<file path="src/design/rsr_pkg.sv">
// package: offsets, field positions and state codes of the radio status readout
package rsr_pkg;
    localparam logic [5:0] ADDR_RADIO_FSM_STATE = 6'h35;
    localparam logic [5:0] ADDR_PIN_LEVEL_STATUS = 6'h38;
    localparam logic [5:0] ADDR_TX_FIFO_FILL_STATUS = 6'h3A;
    localparam int STATE_W = 5;
    localparam int COUNT_W = 7;
    localparam int POS_SECOND_PIN = 2;
    localparam int POS_FIRST_PIN = 0;
    localparam int POS_STARVED = 7;
    localparam int BYTE_MSB = 7;
    localparam int POS_PIN_RSV_LO = 3;
    localparam int POS_PIN_UNUSED = 1;
    localparam logic [2:0] STATE_FILL = 3'h0;
    localparam logic [7:0] READ_RESET = 8'h00;
    localparam logic [4:0] RESERVED_PIN_BITS = 5'h00;

    localparam logic [4:0] CODE_SLEEP = 5'h00;
    localparam logic [4:0] CODE_IDLE = 5'h01;
    localparam logic [4:0] CODE_XTAL_OFF = 5'h02;
    localparam logic [4:0] CODE_OSC_ON_MANUAL_CAL = 5'h03;
    localparam logic [4:0] CODE_REGULATOR_ON_MANUAL_CAL = 5'h04;
    localparam logic [4:0] CODE_MANUAL_CALIBRATION = 5'h05;
    localparam logic [4:0] CODE_OSC_ON = 5'h06;
    localparam logic [4:0] CODE_REGULATOR_ON = 5'h07;
    localparam logic [4:0] CODE_CALIBRATION_BEGIN = 5'h08;
    localparam logic [4:0] CODE_LOOP_BW_BOOST = 5'h09;
    localparam logic [4:0] CODE_SYNTH_LOCK = 5'h0A;
    localparam logic [4:0] CODE_CALIBRATION_FINISH = 5'h0C;
    localparam logic [4:0] CODE_SYNTH_ON_READY = 5'h12;
    localparam logic [4:0] CODE_TX = 5'h13;
    localparam logic [4:0] CODE_TX_END = 5'h14;
    localparam logic [4:0] CODE_FIFO_STARVED = 5'h16;

    // observed signals from the radio core
    typedef struct packed {
        logic [4:0] state_code;
        logic second_output_pin;
        logic first_output_pin;
        logic fifo_starved_flag;
        logic [6:0] fifo_byte_count;
    } rsr_observe_t;
endpackage

</file>
<file path="src/design/rsr_status_regs.sv">
// radio status readout: read-only state, pin level and fifo fill registers
// Summary of operation
// - State codes: sleep 0, idle 1, crystal off 2, ... fifo underflow 0x16.
// - State code in bits 4:0, bits 7:5 zero; reserved codes never reported.
// - Sleep and crystal-off seldom seen: chip select low forces idle first.
// - Bit 2 of pin status is the live, non-inverted second output pin.
// - Bit 0 of pin status is the live, non-inverted first output pin.
// - Pin status bits 7:3 reserved (read zero here), bit 1 reads zero.
// - FIFO status bit 7 is the read-only underflow flag.
// - FIFO status bits 6:0 hold the 7-bit byte count.
`timescale 1ns/10ps
module rsr_status_regs (
    // clock and reset
    input wire logic REF_CLK,
    input wire logic RESETN,
    // register access from the serial control port
    input wire logic RD_EN,
    input wire logic WR_EN,
    input wire logic [5:0] ADDR,
    input wire logic [7:0] WDATA,
    output logic [7:0] RDATA,
    output logic RD_VALID,
    output logic ADDR_HIT,
    // observed radio core signals, same clock
    input wire logic [4:0] STATE_CODE,
    input wire logic FIFO_STARVED_FLAG,
    input wire logic [6:0] FIFO_BYTE_COUNT,
    // general output pin levels before inversion, from pin domain
    input wire logic SECOND_OUTPUT_PIN,
    input wire logic FIRST_OUTPUT_PIN
);
    // slot indices for the pins and the register select
    localparam int PIN_COUNT = 2;
    localparam int PIN_SECOND = 1;
    localparam int PIN_FIRST = 0;
    localparam int SEL_STATE = 0;
    localparam int SEL_PINS = 1;
    localparam int SEL_FIFO = 2;
    localparam int SEL_COUNT = 3;

    // synchroniser, state and read path
    rsr_pkg::rsr_observe_t obs;
    logic [PIN_COUNT-1:0] pin_raw;
    logic [PIN_COUNT-1:0] pin_sync1;
    logic [PIN_COUNT-1:0] pin_sync2;
    logic [4:0] state_seen;
    logic [4:0] next_state_seen;
    logic [SEL_COUNT-1:0] reg_sel;
    logic [7:0] state_image;
    logic [7:0] pin_image;
    logic [7:0] fifo_image;
    logic [7:0] next_rdata;
    logic next_rd_valid;
    logic access;

    // keep only documented codes; reserved ones hold the last good code
    function automatic logic code_is_valid(input logic [4:0] c);
        case (c)
            rsr_pkg::CODE_SLEEP,
            rsr_pkg::CODE_IDLE,
            rsr_pkg::CODE_XTAL_OFF,
            rsr_pkg::CODE_OSC_ON_MANUAL_CAL,
            rsr_pkg::CODE_REGULATOR_ON_MANUAL_CAL,
            rsr_pkg::CODE_MANUAL_CALIBRATION,
            rsr_pkg::CODE_OSC_ON,
            rsr_pkg::CODE_REGULATOR_ON,
            rsr_pkg::CODE_CALIBRATION_BEGIN,
            rsr_pkg::CODE_LOOP_BW_BOOST,
            rsr_pkg::CODE_SYNTH_LOCK,
            rsr_pkg::CODE_CALIBRATION_FINISH,
            rsr_pkg::CODE_SYNTH_ON_READY,
            rsr_pkg::CODE_TX,
            rsr_pkg::CODE_TX_END,
            rsr_pkg::CODE_FIFO_STARVED: code_is_valid = 1'h1;
            default: code_is_valid = 1'h0;
        endcase
    endfunction

    // one-hot register select, shared by the read mux and the hit strobe
    function automatic logic [SEL_COUNT-1:0] decode_sel(input logic [5:0] a);
        decode_sel = '0;
        case (a)
            rsr_pkg::ADDR_RADIO_FSM_STATE: begin
                decode_sel[SEL_STATE] = 1'h1;
            end
            rsr_pkg::ADDR_PIN_LEVEL_STATUS: begin
                decode_sel[SEL_PINS] = 1'h1;
            end
            rsr_pkg::ADDR_TX_FIFO_FILL_STATUS: begin
                decode_sel[SEL_FIFO] = 1'h1;
            end
            default: begin
                decode_sel = '0;
            end
        endcase
    endfunction

    function automatic logic is_mapped(input logic [5:0] a);
        is_mapped = |decode_sel(a);
    endfunction

    // state image: code low, unused bits zero
    function automatic logic [7:0] state_byte(input logic [4:0] code);
        state_byte = rsr_pkg::READ_RESET;
        state_byte[rsr_pkg::BYTE_MSB:rsr_pkg::STATE_W] = rsr_pkg::STATE_FILL;
        state_byte[rsr_pkg::STATE_W-1:0] = code;
    endfunction

    // pin image: live levels, filler and unused bit zero
    function automatic logic [7:0] pin_byte(input logic second, input logic first);
        pin_byte = rsr_pkg::READ_RESET;
        pin_byte[rsr_pkg::BYTE_MSB:rsr_pkg::POS_PIN_RSV_LO] = rsr_pkg::RESERVED_PIN_BITS;
        pin_byte[rsr_pkg::POS_PIN_UNUSED] = 1'h0;
        pin_byte[rsr_pkg::POS_SECOND_PIN] = second;
        pin_byte[rsr_pkg::POS_FIRST_PIN] = first;
    endfunction

    // fifo image: underflow flag above the byte count
    function automatic logic [7:0] fifo_byte(input logic starved, input logic [6:0] count);
        fifo_byte = rsr_pkg::READ_RESET;
        fifo_byte[rsr_pkg::POS_STARVED] = starved;
        fifo_byte[rsr_pkg::COUNT_W-1:0] = count;
    endfunction

    // pin levels come from the pad side; two flops before any logic
    assign pin_raw[PIN_SECOND] = SECOND_OUTPUT_PIN;
    assign pin_raw[PIN_FIRST] = FIRST_OUTPUT_PIN;

    for (genvar i = 0; i < PIN_COUNT; i++) begin : g_pin_sync
        always_ff @(posedge REF_CLK or negedge RESETN) begin
            if (!RESETN) begin
                pin_sync1[i] <= 1'h0;
                pin_sync2[i] <= 1'h0;
            end else begin
                pin_sync1[i] <= pin_raw[i];
                pin_sync2[i] <= pin_sync1[i];
            end
        end
    end

    // reserved codes are never latched, so never read back
    always_comb begin
        next_state_seen = state_seen;
        if (code_is_valid(STATE_CODE)) begin
            next_state_seen = STATE_CODE;
        end
    end

    always_ff @(posedge REF_CLK or negedge RESETN) begin
        if (!RESETN) begin
            state_seen <= rsr_pkg::CODE_IDLE;
        end else begin
            state_seen <= next_state_seen;
        end
    end

    // gather the observed values in one carrier
    always_comb begin
        obs.state_code = state_seen;
        obs.second_output_pin = pin_sync2[PIN_SECOND];
        obs.first_output_pin = pin_sync2[PIN_FIRST];
        obs.fifo_starved_flag = FIFO_STARVED_FLAG;
        obs.fifo_byte_count = FIFO_BYTE_COUNT;
    end

    // register images, rebuilt every cycle
    always_comb begin
        state_image = state_byte(obs.state_code);
    end

    always_comb begin
        pin_image = pin_byte(obs.second_output_pin, obs.first_output_pin);
    end

    always_comb begin
        fifo_image = fifo_byte(obs.fifo_starved_flag, obs.fifo_byte_count);
    end

    assign reg_sel = decode_sel(ADDR);

    // read mux; unmapped addresses read zero
    always_comb begin
        next_rdata = rsr_pkg::READ_RESET;
        if (reg_sel[SEL_STATE]) begin
            next_rdata = state_image;
        end else if (reg_sel[SEL_PINS]) begin
            next_rdata = pin_image;
        end else if (reg_sel[SEL_FIFO]) begin
            next_rdata = fifo_image;
        end else begin
            next_rdata = rsr_pkg::READ_RESET;
        end
    end

    // reads only copy an image out; nothing observed is altered
    assign next_rd_valid = RD_EN;

    always_ff @(posedge REF_CLK or negedge RESETN) begin
        if (!RESETN) begin
            RD_VALID <= 1'h0;
        end else begin
            RD_VALID <= next_rd_valid;
        end
    end

    // data holds the last read; write data has no sink
    always_ff @(posedge REF_CLK or negedge RESETN) begin
        if (!RESETN) begin
            RDATA <= rsr_pkg::READ_RESET;
        end else if (RD_EN) begin
            RDATA <= next_rdata;
        end
    end

    // address hit strobe for the port front end
    always_comb begin
        access = RD_EN || WR_EN;
        ADDR_HIT = access && is_mapped(ADDR);
    end
endmodule // rsr_status_regs

</file>
<file path="config.mk">
export PLATFORM = sky130hd
export DESIGN_NAME = rsr_status_regs
export DESIGN_NICKNAME = d
export VERILOG_FILES = /design/src/design/rsr_pkg.sv /design/src/design/rsr_status_regs.sv
export SDC_FILE = /design/constraint.sdc
export NUM_CORES = 1
export LEC_CHECK = 0
export ABC_AREA = 1
export BUFFER_PORTS_ARGS = -buffer_cell sky130_fd_sc_hd__buf_2
export CORE_AREA = 5 5 75 49
export DETAILED_ROUTE_END_ITERATION = 10
export DIE_AREA = 0 0 80 54
export PLACE_DENSITY = 0.65
export SYNTH_ARGS = -nofsm -noshare
export SYNTH_HDL_FRONTEND = slang
export SYNTH_SLANG_ARGS = --single-unit
</file>
<file path="constraint.sdc">
create_clock -name REF_CLK -period 1.2 [get_ports REF_CLK]
set_clock_uncertainty 0.2 [all_clocks]
set_input_delay 0.18 -clock REF_CLK [delete_from_list [all_inputs] [get_ports REF_CLK]]
set_output_delay 0.18 -clock REF_CLK [all_outputs]
set_load 0.1 [all_outputs]
</file>
# Yosys cells after proc, flatten, opt, wreduce, memory -nomap -nowiden
# Memories as Yosys holds them, arrays and structs flattened.
# Index checks and enable logic that the tools add are counted.
dict set report op_classes {
  n_eq_ne 3
  mux 6
  reduce_logical 3
}
# cell count
set ops {}
lappend ops {{two-way mux 8 bit} 3}
lappend ops {{== test 6 bit, second input constant} 3}
lappend ops {{two-way mux 1 bit} 3}
lappend ops {{OR reduction 3 bit} 1}
lappend ops {{logical AND 1 bit} 1}
lappend ops {{logical OR 1 bit} 1}
dict set report word_totals {
  output_inout_bits 10
  rom_bits 32
  ff_bits 18
  elab_cells 20
  memories 1
  in_bits 33
}
# memory depth word_bits read_ports rd_ports_with_merged_regs wr line
set mem_list {}
lappend mem_list {{(no name shown)} 32 1 1 0 0 rsr_status_regs.sv:58} ;# case (c)

# Depth between registers and ports, before layout
dict set report logic_depth {
  depth_word 5
  depth_mapped 8
  depth_no_buf 8
}

# Worst setup path after synthesis
# No wires, ideal clock.
dict set report synth_path {
  path_kind {input port to output port}
  startpoint {in ADDR[4]}
  endpoint {out ADDR_HIT}
  cell_stages 6
  slack_ns -0.395
  arrival_ns 1.215
  required_ns 0.820
  n_path_buf 0
  path_cell_list {nand2_1 -> nor2_2 -> nand2_1 -> nand2_1 -> o22ai_1 -> inv_1}
}
dict set report synth_via {
  elab_chain_len 4
  word_cells_on_any_way 8
  cone_classes {eq/ne: 3; mux: 3; reduce/logical: 2}
}
# element line
set synth_rtl {}
lappend synth_rtl {{start: declaration} rsr_status_regs.sv:19} ;# input wire logic [5:0] ADDR,
lappend synth_rtl {{== test 6 bit} rsr_status_regs.sv:82} ;# case (a)
lappend synth_rtl {{two-way mux 1 bit} rsr_status_regs.sv:82}
lappend synth_rtl {{OR reduction 3 bit (*)} rsr_status_regs.sv:99} ;# is_mapped = |decode_sel(a);
lappend synth_rtl {{logical AND 1 bit (*)} rsr_status_regs.sv:218} ;# ADDR_HIT = access && is_mapped(ADDR);
lappend synth_rtl {{end: declaration} rsr_status_regs.sv:23} ;# output logic ADDR_HIT,
# Mark *: on every way between the ends. The rest lies on a longest branch, timed or not.

# Worst setup path in the final report
dict set report layout_path {
  startpoint {in ADDR[2]}
  endpoint {out ADDR_HIT}
}
# Same word-level chain as after synthesis.

==> results.cfg <==
[run_status]
status = finished with violations
violations = negative setup slack

[clock_tree]
clkSlewWorstSetupHoldPaths_ns = 0.06
cts_max_path_buffers = 2
clkSinkCount = 18
root_buffer = clkbuf_8
cts_made_buffers = 3
cts_tree = built
clk_latency_ns = 0.25
cts-htree-levels = 1

[yosys]
synth_compound_area_share_pct = 1.35
syn_area_um2 = 837
synth_adder_area_share_pct = 0
synth_area_leaders = dfrtp_1, nand2_1, nand3_1
synthArstFlopShare_pct = 100
ys_ff_latch = 18
yosys-top-cells-count = nand2_1, nand3_1, dfrtp_1
synth_top_family_by_area = simple AND/OR/NAND/NOR gates
yosysTopAreaCell = dfrtp_1
synth-simple-area-share_pct = 40.2
yosys_warnings = 0
synthMuxAreaShare_pct = 0
synth-seq-area-share_pct = 54.0
ys.flop_type = dfrtp_1
synth_nets = 136
synth_top_cell_area_share_pct = 50.8
synth_most_common_cell = nand2_1
ys_types = 15
avgSynthCellArea_um2 = 8.13
syn_inst = 103
synth_edf_count = 0
synthXorXnorAreaFrac_pct = 0

[power]
p_sw_share_pct = 25.5
p_int_mw = 1.06
cellPowerDensity_nw_per_um2 = 943
p_leak_nw = 0.749
p_total_mw = 1.43
switchingPower_mw = 0.364
power.share.sequential_pct = 46.8
power_frac_comb_pct = 19.8
pwr-share-clk_pct = 33.5
vdd_drop_max_uv = 612

[timing]
fin_setup_tns_ns = -0.391
worstMarginPinSlew_ns = 0.403
fin_ws_ns = -0.172
timing.slew.headroom_pct = 73.1
hold_violations = 0
post-route-min-period_ns = 1.37
final_max_slew_viol_count = 0
holdWs_ns = 0.00833
fmax_ghz = 0.729
setup_violations = 10
rsz0062_at_grt = true
fin_crit_sh_pct = 114

[routing]
drc = 0
wl_mm = 2.39
first_pass_iters = 4
via_per_inst = 4.33
vias = 879
drtAntennaViolNets = 0
drt_iter0_drc = 24
post_drt_wl_per_cell_um = 11.8

[cells_and_area]
diodes = 0
fill_cells = 292
nets = 192
final_layout_size_suffix_gt1_share_pct = 46.2
syn2layout_area_growth_pct = 80.6

[floorplan]
die_x_um = 80
io_pins = 43
die_h_um = 54
core_area_um2 = 3040
initial_core_util_pct = 27.5
die-area_um2 = 4320
core.rowCount = 16

[worst_setup_path]
crit_required_ns = 0.82
path_class = input port to primary output
cp.arrival_ns = 0.99
critPathLaunchType = input port
critPathMaxFanout = 2
end_kind = primary output

[global_route]
gr-max-usage-layer = met2
grtUsageMet1_pct = 14.3
grt_max_degree = 19
use_met3_pct = 3.51
grt_pass1_vias = 918
grt_pass1_wl_mm = 3.95
grt_util_met2_pct = 21.2
antenna_found_initial = 0
grt_overflow = 0
grtUsageTotal_pct = 12.1

[worst_hold_path]
hp-class = input port to register

[placement]
dpl.hpwl_mm = 1.91
portBuffers = 34
place_ws_ns = -0.277
place_congestion = 0.825

[flow_run]
cap_viol_max_count = 0
## critical path, cell delays in order
cell	delay, ns
buf_12	0.11
inv_12	0.04
nand4_1	0.15
nor2_4	0.16
o22ai_2	0.10
clkinvlp_4	0.09
buf_12	0.16
## timing repair
action                                  in CTS  in global routing
cloned                                       0                  0
endpoints found under the setup margin      10                 10
hold buffers                                 8                  0
pin swaps                                    5                  0
endpoints found under the hold margin       25                  0
buffers inserted                             3                  0
gates resized for setup                      9                  0
## state kept, by name, indices dropped and copies added (netlist names)
register	flops
RD_VALID	1
RDATA	8
obs	2
state_seen	5
pin_sync1	2
## cells in the final DEF (no fill, tap or decap), drive strengths merged, types with 2 or more instances in the layout
cell | netlist | routed
clkbuf | 0 | 4
nand2 | 48 | 48
nand4 | 2 | 2
inv | 6 | 5
buf | 1 | 44
nor2 | 6 | 6
dfrtp | 17 | 17
nand3 | 19 | 19
dlygate4sd3 | 0 | 8
## routing by layer
layer,routed length (um),vias to the layer above
met5,0,-
met4,30,0
met3,125,4
met2,1250,20
met1,981,411
li1,-,444
## final timing paths
kind / cells after the start / to / start / slack (ns)
setup reg to reg: 4 / RDATA[0] / state_seen[0] / 0.12
hold / removal: 3 / RDATA[2] / RD_EN / 0.008
max in group asynchronous: 2 / state_seen[0] / RESETN / 0.29
min in group asynchronous: 2 / obs[8] / RESETN / 0.19
setup / recovery: 7 / ADDR_HIT / ADDR[2] / -0.17
hold reg to reg: 0 / obs[9] / pin_sync1[1] / 0.15
## metrics by stage
step | cells | instance area, um2 | util [%]
detailed placement | 188 | 1320 | 43.5
CTS | 203 | 1510 | 49.7
global route | 203 | 1510 | 49.7
floorplan | 103 | 910 | -
finish | 203 | 1510 | 49.7
global placement | 188 | 1320 | 43.5
## layout make-up
class	instances	area, um2	share of cell area, %
well taps	45	56.3	3.73
flip-flops and latches	18	463	30.6
repair buffers	52	505	33.4
clock buffers	4	55.1	3.64
inverters	6	38.8	2.57
multi-input cells	78	393	26.0
## cells by family after synthesis
group / count (synthesis)
buf+inv: 7
flops: 18
simple gates: 76
compound gates: 2
## power by group through the flow
stage                     registers, mW  logic (mW)  clock network, mW
final                             0.666       0.282              0.477
after global routing              0.668       0.306              0.518
after CTS                         0.666       0.284              0.493
after detailed placement          0.677       0.250                  0
after global placement            0.675       0.241                  0
after floorplan                   0.707      0.0923                  0
Note: power is estimated with default switching activity, not from simulation.
